[src/pkg/apsc_regs.svh]
// Register offsets, field positions, reset values and timing counts
//------------------------------------------------------------------
// Operation
//------------------------------------------------------------------
// Operation
// - Config register at offset 0x06, resets to 0x0800, sync enable set
// - Bit 13 enables both auxiliary outputs; resets to 0
// - Bit 12 drives four general pins as selects in step with sequencer
// - Analog pair per channel stays selectable while selector drive is on
// - At most 16 channels sequence per pass; host then moves the pair
// - Configurable settle delay after each channel switch not withheld by sync
// - Bit 11 (reset 1) enables sync input; low holds converter in reset
// - Deferred mode needs several channels; low sync gives no reset
// - Deferred mode: sync low at channel switch withholds next conversion
// - Sync going high releases a withheld channel; conversion starts at once
`ifndef APSC_REGS_SVH
`define APSC_REGS_SVH
`define APSC_CFG_OFFSET 8'h06
`define APSC_CFG_RESET 16'h0800
`define APSC_CFG_WMASK 16'h3FFF
`define APSC_BIT_AUX_EN 13
`define APSC_BIT_SEL_DRIVE 12
`define APSC_BIT_SYNC_EN 11
`define APSC_LAST_CHANNEL 4'hF
`define APSC_SETTLE_W 16
`endif

[src/pkg/apsc_pkg.sv]
// Types shared by the auxiliary pin and sync control block
package apsc_pkg;
    typedef struct packed {
        logic [1:0] reserved;
        logic aux_output_pair_enable;
        logic external_selector_drive;
        logic sync_input_enable;
        logic [10:0] other_fields;
    } apsc_cfg_t;

    typedef struct packed {
        logic aux_output_b;
        logic aux_output_a;
        logic general_pin_one;
        logic general_pin_zero;
    } apsc_pins_t;

    typedef enum logic [1:0] {
        APSC_IDLE,
        APSC_SETTLE,
        APSC_HOLD
    } apsc_state_t;
endpackage : apsc_pkg

[src/core/apsc_ctrl.sv]
// Auxiliary pin, external selector and sync input control
`timescale 1ns/1ps
`include "apsc_regs.svh"

module apsc_ctrl
    import apsc_pkg::*;
#(
    parameter int SETTLE_W = `APSC_SETTLE_W
)
(
    input wire logic core_clk,
    input wire logic arst_n,
    input wire logic [7:0] reg_addr,
    input wire logic [15:0] reg_wdata,
    input wire logic reg_wr,
    input wire logic reg_rd,
    output logic [15:0] reg_rdata,
    output logic reg_rvalid,
    input wire logic deferred_restart_select,
    input wire logic multi_chan_en,
    input wire logic [SETTLE_W-1:0] settle_cycles,
    input wire logic [3:0] seq_channel,
    input wire logic switch_due,
    input wire logic sync_in,
    input wire logic [1:0] gen_pin_data,
    input wire logic [1:0] gen_pin_drive,
    input wire logic [1:0] aux_data,
    output apsc_pins_t pin_out,
    output apsc_pins_t pin_oe_n,
    output logic conv_start,
    output logic mod_hold_reset,
    output logic pass_done
);

    //--------------------------------------------------------------
    // Configuration register
    //--------------------------------------------------------------
    apsc_cfg_t cfg_reg;
    apsc_cfg_t cfg_next;
    logic [15:0] rdata_reg;
    logic [15:0] rdata_next;
    logic rvalid_reg;
    logic rvalid_next;
    logic hit;

    function automatic logic [15:0] cfg_view(input apsc_cfg_t c);
        cfg_view = 16'(c) & `APSC_CFG_WMASK;
    endfunction : cfg_view

    always_comb
    begin
        hit = (reg_addr == `APSC_CFG_OFFSET);
        cfg_next = cfg_reg;
        if (reg_wr && hit)
        begin
            cfg_next = apsc_cfg_t'(reg_wdata & `APSC_CFG_WMASK);
        end
        rvalid_next = reg_rd;
        rdata_next = 16'h0000;
        if (reg_rd && hit)
        begin
            rdata_next = cfg_view(cfg_reg);
        end
    end

    always_ff @(posedge core_clk or negedge arst_n)
    begin
        if (!arst_n)
        begin
            cfg_reg <= apsc_cfg_t'(`APSC_CFG_RESET);
            rdata_reg <= 16'h0000;
            rvalid_reg <= 1'b0;
        end
        else
        begin
            cfg_reg <= cfg_next;
            rdata_reg <= rdata_next;
            rvalid_reg <= rvalid_next;
        end
    end

    assign reg_rdata = rdata_reg;
    assign reg_rvalid = rvalid_reg;

    //--------------------------------------------------------------
    // Sync mode decode
    //--------------------------------------------------------------
    logic sync_en;
    logic deferred_mode;
    logic sel_drive;

    always_comb
    begin
        sync_en = cfg_reg.sync_input_enable;
        sel_drive = cfg_reg.external_selector_drive;
        deferred_mode = sync_en && deferred_restart_select
            && multi_chan_en;
    end

    //--------------------------------------------------------------
    // Channel switch sequencing
    //--------------------------------------------------------------
    apsc_state_t state_reg;
    apsc_state_t state_next;
    logic [SETTLE_W-1:0] cnt_reg;
    logic [SETTLE_W-1:0] cnt_next;
    logic [3:0] sel_reg;
    logic [3:0] sel_next;
    logic start_reg;
    logic start_next;
    logic pass_reg;
    logic pass_next;
    logic hold_reg;
    logic hold_next;

    always_comb
    begin
        state_next = state_reg;
        cnt_next = cnt_reg;
        sel_next = sel_reg;
        start_next = 1'b0;
        pass_next = 1'b0;
        // Default sync mode: low level holds modulator and filter
        hold_next = sync_en && !deferred_mode && !sync_in;
        if (switch_due)
        begin
            sel_next = seq_channel;
            pass_next = (sel_reg == `APSC_LAST_CHANNEL);
        end
        case (state_reg)
            APSC_IDLE:
            begin
                if (switch_due)
                begin
                    if (deferred_mode && !sync_in)
                    begin
                        state_next = APSC_HOLD;
                    end
                    else if (settle_cycles != '0)
                    begin
                        state_next = APSC_SETTLE;
                        cnt_next = settle_cycles;
                    end
                    else
                    begin
                        start_next = 1'b1;
                    end
                end
            end
            APSC_SETTLE:
            begin
                cnt_next = cnt_reg - 1'b1;
                if (cnt_reg == SETTLE_W'(1))
                begin
                    state_next = APSC_IDLE;
                    start_next = 1'b1;
                end
            end
            APSC_HOLD:
            begin
                if (sync_in || !deferred_mode)
                begin
                    state_next = APSC_IDLE;
                    start_next = 1'b1;
                end
            end
            default:
            begin
                state_next = APSC_IDLE;
            end
        endcase
    end

    always_ff @(posedge core_clk or negedge arst_n)
    begin
        if (!arst_n)
        begin
            state_reg <= APSC_IDLE;
            cnt_reg <= '0;
            sel_reg <= 4'h0;
            start_reg <= 1'b0;
            pass_reg <= 1'b0;
            hold_reg <= 1'b0;
        end
        else
        begin
            state_reg <= state_next;
            cnt_reg <= cnt_next;
            sel_reg <= sel_next;
            start_reg <= start_next;
            pass_reg <= pass_next;
            hold_reg <= hold_next;
        end
    end

    assign conv_start = start_reg;
    assign pass_done = pass_reg;
    assign mod_hold_reset = hold_reg;

    //--------------------------------------------------------------
    // Pin drive
    //--------------------------------------------------------------
    apsc_pins_t pout_reg;
    apsc_pins_t pout_next;
    apsc_pins_t poe_reg;
    apsc_pins_t poe_next;

    always_comb
    begin
        if (sel_drive)
        begin
            // Binary select index on all four pins
            pout_next = apsc_pins_t'(sel_next);
            poe_next = apsc_pins_t'(4'h0);
        end
        else
        begin
            pout_next.general_pin_zero = gen_pin_data[0];
            pout_next.general_pin_one = gen_pin_data[1];
            poe_next.general_pin_zero = !gen_pin_drive[0];
            poe_next.general_pin_one = !gen_pin_drive[1];
            pout_next.aux_output_a = cfg_reg.aux_output_pair_enable
                && aux_data[0];
            pout_next.aux_output_b = cfg_reg.aux_output_pair_enable
                && aux_data[1];
            poe_next.aux_output_a = !cfg_reg.aux_output_pair_enable;
            poe_next.aux_output_b = !cfg_reg.aux_output_pair_enable;
        end
    end

    always_ff @(posedge core_clk or negedge arst_n)
    begin
        if (!arst_n)
        begin
            pout_reg <= apsc_pins_t'(4'h0);
            poe_reg <= apsc_pins_t'(4'hF);
        end
        else
        begin
            pout_reg <= pout_next;
            poe_reg <= poe_next;
        end
    end

    assign pin_out = pout_reg;
    assign pin_oe_n = poe_reg;
endmodule : apsc_ctrl

[config.mk]
export PLATFORM = sky130hd
export DESIGN_NAME = apsc_ctrl
export DESIGN_NICKNAME = d
export VERILOG_FILES = /design/src/pkg/apsc_pkg.sv /design/src/core/apsc_ctrl.sv
export VERILOG_INCLUDE_DIRS = /design/src /design/src/pkg
export SDC_FILE = /design/constraint.sdc
export NUM_CORES = 1
export LEC_CHECK = 0
export BUFFER_PORTS_ARGS = -buffer_cell sky130_fd_sc_hd__buf_4
export CAP_MARGIN = 40
export CORE_MARGIN = 2
export CORE_UTILIZATION = 40
export CTS_BUF_LIST = sky130_fd_sc_hd__clkbuf_8
export DETAILED_ROUTE_END_ITERATION = 12
export SYNTH_ARGS = -nofsm -noshare
export SYNTH_HDL_FRONTEND = slang
export SYNTH_SLANG_ARGS = --single-unit
export TNS_END_PERCENT = 30
[constraint.sdc]
create_clock -name core_clk -period 3.2 [get_ports core_clk]
set_clock_uncertainty 0.15 [all_clocks]
set_input_delay 0 -clock core_clk [delete_from_list [all_inputs] [get_ports core_clk]]
set_output_delay 0 -clock core_clk [all_outputs]
set_load 0.02 [all_outputs]
Yosys cells after proc, flatten, opt, wreduce, memory -nomap -nowiden:

Cells that the tools add are included.

* register bits after elaboration: 62
* output and inout bits: 28
* word-level logic and storage cells: 73

* $add $sub $neg: 1
* equal/unequal tests: 11
* multiplexer cells: 21
* reduce and logical (&&, ||, !) cells: 20

Operator list (count)
* two-way mux 16 bit: 3
* one-hot mux 16 bit (2 select lines): 1
* == test 16 x 1 -> 1 bit, second input constant: 1
* nonzero test 16 bit: 1
* subtractor 16 x 1 -> 16 bit, second input constant: 1
* two-way mux 14 bit: 1
* two-way mux 4 bit: 3
* two-way mux 2 bit: 5
* != test 2 bit, second input constant: 5
* logical AND 1 bit: 9
* == test 8 x 3 -> 1 bit, second input constant: 1
* AND reduction 4 bit: 2
* two-way mux 1 bit: 6
* one-hot mux 2 bit (3 select lines): 1
* logical NOT 1 bit: 5
* == test 4 bit, second input constant: 1
* != test 3 bit, second input constant: 1
* one-hot mux 1 bit (3 select lines): 1
* == test 2 x 1 -> 1 bit, second input constant: 1
* == test 2 bit, second input constant: 1
* logical NOT 2 bit: 1
* nonzero test 2 bit: 1
* logical OR 1 bit: 1

Logic depth before layout (Yosys ltp):

Gate-level depths: netlist of the first run.

* depth in word-level cells: 6
* mapped depth: 8
* depth with buffers taken out: 7

Worst setup path before layout of the first run:

OpenSTA, ideal clock, no wires.

* path type: register -> register
* start: register cnt_reg[0]
* end: register cnt_reg[15]
* arrival time: 1773 ps
* slack: 1146 ps
* stages on the path, launching flop included: 7
* buffers on the path: 1
* cell sequence: dfrtp_1 > or4_4 > or2_1 > buf_6 > o311a_1 > a21oi_1 > o211ai_1

* word-level cells in the longest chain between the ends: 2

Ends and longest elaborated chain
* start: declaration: RTL line apsc_ctrl.sv:105 `logic [SETTLE_W-1:0] cnt_reg;`
* start signal: assignment: RTL line apsc_ctrl.sv:188 `cnt_reg <= cnt_next;`
* subtractor 16 x 1 -> 16 bit: RTL line apsc_ctrl.sv:152 `cnt_next = cnt_reg - 1'b1;`
* one-hot mux 16 bit (2 select lines): RTL line apsc_ctrl.sv:130 `case (state_reg)`

No other way between the ends.
A chain may end at the register's enable or synchronous reset.

Worst setup path in the final report of the first run:

* start: register cfg_reg, in the netlist sync_en
* end: register cnt_reg[6]

* word-level cells in the longest chain between the ends: 5

Ends and longest elaborated chain
* start: declaration: RTL line apsc_ctrl.sv:38 `apsc_cfg_t cfg_reg;`
* start signal: assignment: RTL line apsc_ctrl.sv:70 `` cfg_reg <= apsc_cfg_t'(`APSC_CFG_RESET); ``
* start signal: assignment: RTL line apsc_ctrl.sv:76 `cfg_reg <= cfg_next;`
* logical AND 1 bit: RTL line apsc_ctrl.sv:96 `deferred_mode = sync_en && deferred_restart_select`
* logical AND 1 bit: RTL line apsc_ctrl.sv:97 `&& multi_chan_en;`
* logical AND 1 bit: RTL line apsc_ctrl.sv:135 `if (deferred_mode && !sync_in)`
* != test 2 bit (no source line)
* AND reduction 4 bit (no source line)

No other way between the ends.

==> out/qor.csv, run 1 <==
metric,value,unit
outcome,finished clean,
rows,30,
maxSlewHeadroom,0.4878,
grt_pass1_wl,11720,um
critPathArrivalTime,2360,ps
cts_num_sinks,61,
yosys_most_used_dff,dfrtp_1,
io_buffer_count,81,
gr-total-overflow,0,
ys_ff_latch,61,
synthToLayoutAreaGrowth,49.26,%
die_w,87.69,um
grt_pass1_vias,2515,
synth-seq-area-share,0.5467,
nNetsFinal,454,
place_hpwl,4733,um
worst_hold_slack,109.5,ps
drc,0,
vias_per_cell,5.002,
synth_edf_count,0,
cp_slowest_cell,dfstp_2,
endpoint,cnt_reg[6]$_DFFE_PN0P_,
n_antenna_cell,0,
p_leak,1.952,nW
path_max_fanout,11,
first_pass_iters,4,
synthArstFlopShare,1.000,
clk_pin_slew,70,ps
ios,86,
tightestPinTransition,768.3,ps
ff2ff_path_depth,5,
required,3280,ps
powerDensity,518.1,nW/um^2
cts_max_path_buffers,2,
syn_inst,258,
hold_class,in -> async,
period_share,0.7133,
setup-tns-final,0,ps
r2r-start,sync_en$_DFFE_PN1P_,
layout.cells.most_common,buf_4,
path_class,reg -> reg,
vias,2476,
largest_register_ffs,16,
finalSetupViolations,0,
reg2reg_to,cnt_reg[6]$_DFFE_PN0P_,
cts_tree,done,
drtAntennaViolNets,0,
dp_worst_setup_slack,896.8,ps
netlist_area,2801,sq um
clk_latency,340,ps
cts_root_buf,clkbuf_8,
crit_chain,"nand4b_1, a31oi_1, a21o_1, o21ba_2, o22a_1",
drt-total-wl,7213,um
ctsResizeCount,0,
synth_warnings,0,
peakVddDrop,221.9,uV
worst_slack,917.4,ps
path_buf_inv,0,
gp_congestion,0.8173,
critical-path-max-stage-delay,550,ps
dieArea,7689,sq um
crit_family,compound AO/OA/AOI/OAI gates,
cap_viol_max_count,0,
startpoint_type,flop,
ctsHtreeMaxLevel,3,
final_layout_size_suffix_gt1_frac,0.3283,
start_util,0.4123,
grt_max_degree,62,
reg2reg_slack,920,ps
max_freq,0.4381,GHz
rsz0062_at_grt,false,
end_kind,flop,
cts_buffers,9,
fp.coreArea,6794,sq um
antenna_found_initial,0,
first_iter_violations,151,
maxSlewViolCount,0,
critical_path_depth,5,
wl_per_cell,14.57,um
post_cts_buffers,0,
utilization,0.6155,
layout_common_cells,"buf_4, dfrtp_1, dlygate4sd3_1, nor2_1, mux2_2",
hold_viol,0,
grt.total_usage,0.2013,
crit_start,sync_en$_DFFE_PN1P_,
die_h,87.69,um
avgSynthCellArea,10.86,sq um
yosysUniqueCellTypes,51,
period_needed,2283,ps
==> worst min path at each step <==
stage / start / end / depth (start not counted)
after global placement: gen_pin_drive[1] / pin_oe_n[1]$_DFF_PN1_ / 2
after CTS: gen_pin_drive[1] / pin_oe_n[1]$_DFF_PN1_ / 3
after floorplan: arst_n / cfg_reg[0]$_DFFE_PN0P_ / 0
after global routing: gen_pin_drive[1] / pin_oe_n[1]$_DFF_PN1_ / 3
after detailed placement: gen_pin_drive[1] / pin_oe_n[1]$_DFF_PN1_ / 2
final: arst_n / cnt_reg[9]$_DFFE_PN0P_ / 2
==> layout make-up <==
| cell class | instances | area, sq um |
|---|---|---|
| fillers | 553 | 2613 |
| flip-flops and latches | 61 | 1531 |
| repair buffers | 139 | 1181 |
| multi-input cells | 178 | 1157 |
| clock buffers | 9 | 123.9 |
| well taps | 96 | 120.1 |
| clock inverters | 7 | 48.80 |
| inverters | 5 | 18.77 |
==> per-stage QoR <==
step / area, sq um / power (mW) / instances
after floorplan: 2805 / 1.336 / 259
after global placement: 3458 / 1.485 / 424
after detailed placement: 3458 / 1.505 / 424
after CTS: 4182 / 2.177 / 495
after global routing: 4182 / 2.315 / 495
final: 4182 / 2.166 / 495
==> per-layer routing <==
metal  part of all wire  vias to the layer above  routed length, um  track usage
met2               0.49                       77               3538       0.3113
met5                  0                        -                  0            0
met3              0.055                       18                396      0.05844
li1                   -                     1197                  -            -
met4              0.029                        0                212       0.1133
met1               0.42                     1184               3065       0.2532
==> power by group <==
group | internal (mW) | switching [mW]
combinational | 0.273 | 0.243
clock | 0.283 | 0.331
sequential | 0.894 | 0.142
total | 1.45 | 0.716
==> Yosys cell counts, drive strengths merged (2+ instances only) <==
library cell | number | area [sq um]
mux2 | 20 | 225.2
or3 | 4 | 26.28
a31oi | 4 | 25.02
dfrtp | 57 | 1426
o22a | 2 | 17.52
nand3 | 4 | 20.02
dfstp | 4 | 105.1
nor4 | 8 | 50.05
clkbuf | 6 | 22.52
buf | 9 | 75.07
ha | 2 | 25.02
o211ai | 3 | 22.52
nor3b | 2 | 15.01
a221o | 2 | 20.02
nand2 | 17 | 63.81
inv | 5 | 18.77
and3 | 2 | 13.77
or4 | 4 | 33.78
nor3 | 12 | 71.32
and2 | 15 | 93.84
a21o | 3 | 22.52
o21ai | 17 | 85.08
nor2 | 21 | 78.83
a21oi | 13 | 65.06
nor2b | 2 | 12.51
==> logic make-up (layout without fill, tap and decap cells) <==
group / after synthesis / after routing / synth area share
AOI/OAI and AO/OA: 54 / 54 / 0.1242
muxes: 21 / 21 / 0.08397
and+or+nand+nor: 98 / 98 / 0.1903
adders and majority gates: 2 / 2 / 0.008931
buffers and inverters: 20 / 160 / 0.04154
xor gates and xnor gates: 1 / 1 / 0.003127
other: 1 / 2 / 0.001339
DFF: 61 / 61 / 0.5467
==> what timing repair did <==
item                                    in CTS  in global routing
hold endpoints to repair                   102                  0
hold buffers                                55                  0
endpoints found under the setup margin       0                  0
Note: power is estimated with default switching activity, not from simulation.
==> run 2: changes to the inputs <==
- ABC_AREA: unset -> 1
- clock period: 3.2 -> 2.1 ns (I/O delays scaled with it)
==> run 2 against run 1 <==
  * Design area is 13% higher
  * Largest cell class unchanged
  * Via count rose by 29%
  * Critical path depth grew 3
  * Non-clock buffer count rose by 18
  * Sequential share of layout area down 4.1 points
  * Die area up 10%
  * Sequential cell count stayed put
==> out/qor.csv, run 2 <==
metric,value,unit,change
rsz0062_at_grt,false,,unchanged
synthToLayoutAreaGrowth,51.85,%,was 49.26%
maxSlewViolCount,0,,unchanged
antenna_found_initial,0,,unchanged
ios,86,,unchanged
nNetsFinal,634,,was 454
powerDensity,779.0,nW/um^2,was 518.1 nW/um^2
path_class,in -> reg,,was reg -> reg
yosys.area.top_type,dfrtp_1,,unchanged
utilization,0.6199,,was 0.6155
vias_per_cell,4.678,,was 5.002
dp_worst_setup_slack,379.4,ps,was 896.8 ps
io_buffer_count,81,,unchanged
die_h,92.11,um,was 87.69 um
tightestPinTransition,770.3,ps,was 768.3 ps
rows,32,,was 30
gr-total-overflow,0,,unchanged
grt.total_usage,0.2152,,was 0.2013
synth_edf_count,0,,unchanged
required,2170,ps,was 3280 ps
finalSetupViolations,0,,unchanged
end_kind,flop,,unchanged
first_iter_violations,149,,was 151
worst_hold_slack,124.6,ps,was 109.5 ps
layout.cells.most_common,nand2_1,,was buf_4
peakVddDrop,423.1,uV,was 221.9 uV
largest_register_ffs,16,,unchanged
outcome,finished clean,,unchanged
ys_ff_latch,61,,unchanged
setup-tns-final,0,ps,unchanged
startpoint_type,input pin,,was flop
cts_buffers,9,,unchanged
final_cells,681,,was 495
final_layout_size_suffix_gt1_frac,0.2090,,was 0.3283
post_cts_buffers,0,,unchanged
drc,0,,unchanged
worst_slack,122.5,ps,was 917.4 ps
yosysUniqueCellTypes,27,,was 51
synth_commonest_cells,"nand2_1, nor2_1, dfrtp_1",,"was dfrtp_1, nor2_1, mux2_2"
clk_pin_slew,70,ps,about the same
die_w,92.11,um,was 87.69 um
cap_viol_max_count,0,,unchanged
p_leak,2.322,nW,was 1.952 nW
cts_tree,done,,unchanged
avgSynthCellArea,7.429,sq um,was 10.86 sq um
syn_inst,418,,was 258
yosys_most_used_dff,dfrtp_1,,unchanged
critPathArrivalTime,2050,ps,was 2360 ps
drtAntennaViolNets,0,,unchanged
synth-seq-area-share,0.4932,,was 0.5467
synthArstFlopShare,1.000,,unchanged
max_freq,0.5057,GHz,
grt_pass1_wl,14410,um,"was 11,720 um"
start_util,0.4082,,was 0.4123
first_pass_iters,4,,unchanged
wl_per_cell,12.64,um,was 14.57 um
grt_pass1_vias,3217,,"was 2,515"
synth_warnings,0,,unchanged
maxSlewHeadroom,0.4865,,was 0.4878
holdBufCountCts,74,,was 55
ctsHtreeMaxLevel,3,,unchanged
path_max_fanout,6,,was 11
cts_max_path_buffers,2,,unchanged
ctsResizeCount,0,,unchanged
layout_common_cells,"nand2_1, buf_4, nor2_1, dlygate4sd3_1, dfrtp_1",,"was buf_4, dfrtp_1, dlygate4sd3_1, nor2_1, mux2_2"
clk_latency,340,ps,about the same
n_antenna_cell,0,,unchanged
gp_congestion,0.8615,,was 0.8173
fp.coreArea,7607,sq um,was 6794 sq um
cts_root_buf,clkbuf_8,,unchanged
period_share,0.9417,,
place_inst,591,,was 424
drt-total-wl,8610,um,was 7213 um
period_needed,1977,ps,
yosysMostFrequentCell,nand2_1,,was dfrtp_1
dieArea,8484,sq um,was 7689 sq um
grt_max_degree,62,,unchanged
place_hpwl,5691,um,was 4733 um
yosys.area.top_type_share,0.4593,,was 0.5092
cts_num_sinks,61,,unchanged
netlist_area,3105,sq um,was 2801 sq um
synthTopCellsByArea,"dfrtp_1, nand2_1, nor2_1",,"was dfrtp_1, mux2_2, dfstp_2"
hold_class,in -> async,,unchanged
hold_viol,0,,unchanged
vias,3186,,"was 2,476"
-- run 2: routing by layer --
layer / global-route usage / wire [um] / vias to the layer above
met5: 0 / 0 / -
met4: 0.07960 / 167 / 0
li1: - / - / 1619
met3: 0.05341 / 415 / 14
met2: 0.3713 / 4274 / 75
met1: 0.2597 / 3752 / 1478
-- run 2: final timing paths --
| check | startpoint | endpoint | slack, ps | depth (start not counted) |
|---|---|---|---|---|
| setup / recovery | switch_due | pin_out[2]$_DFF_PN0_ | 120 | 8 |
| hold / removal | arst_n | pass_done$_DFF_PN0_ | 120 | 2 |
| setup reg to reg | sync_en$_DFFE_PN1P_ | conv_start$_DFF_PN0_ | 280 | 6 |
| hold reg to reg | cfg_reg[10]$_DFFE_PN0P_ | cfg_reg[10]$_DFFE_PN0P_ | 320 | 2 |
| max in group asynchronous | arst_n | sel_drive$_DFFE_PN0P_ | 1150 | 2 |
| min in group core_clk | multi_chan_en | state_reg[1]$_DFFE_PN0P_ | 150 | 7 |
-- run 2: worst max-delay path: stages --
cell           delay (ps)
dlygate4sd3_1         530
buf_4                 160
nand2_1                50
dlygate4sd3_1         540
nand2_1                80
nand2_1                60
nand2_1                60
dlygate4sd3_1         560
-- run 2: report_power, final --
part	internal [mW]	switching, mW	total, mW
Sequential	1.37	0.208	1.57
Combinational	0.451	0.604	1.05
Clock	0.578	0.467	1.04
Total	2.39	1.28	3.67
-- run 2: cells by family after synthesis --
group / count (synthesis) / synth area share
flops: 61 / 0.4932
compound gates: 26 / 0.04392
other cells: 1 / 0.001208
buf+inv: 52 / 0.07454
simple gates: 276 / 0.3791
fa+ha+maj: 2 / 0.008057
-- run 2: metrics by stage --
| stage | power [mW] | instance area [sq um] |
|---|---|---|
| after CTS | 3.696 | 4716 |
| final | 3.674 | 4716 |
| after floorplan | 2.229 | 3109 |
| after global placement | 2.527 | 3775 |
| after detailed placement | 2.553 | 3775 |
| after global routing | 3.963 | 4716 |
-- run 2: layout make-up --
cell class | instances | area, sq um
multi-input combinational | 306 | 1346
fill | 679 | 2892
inverter | 39 | 146.4
sequential | 61 | 1531
timing repair buffer | 157 | 1364
tap | 102 | 127.6
clock inverter | 6 | 62.56
clock buffer | 10 | 137.6
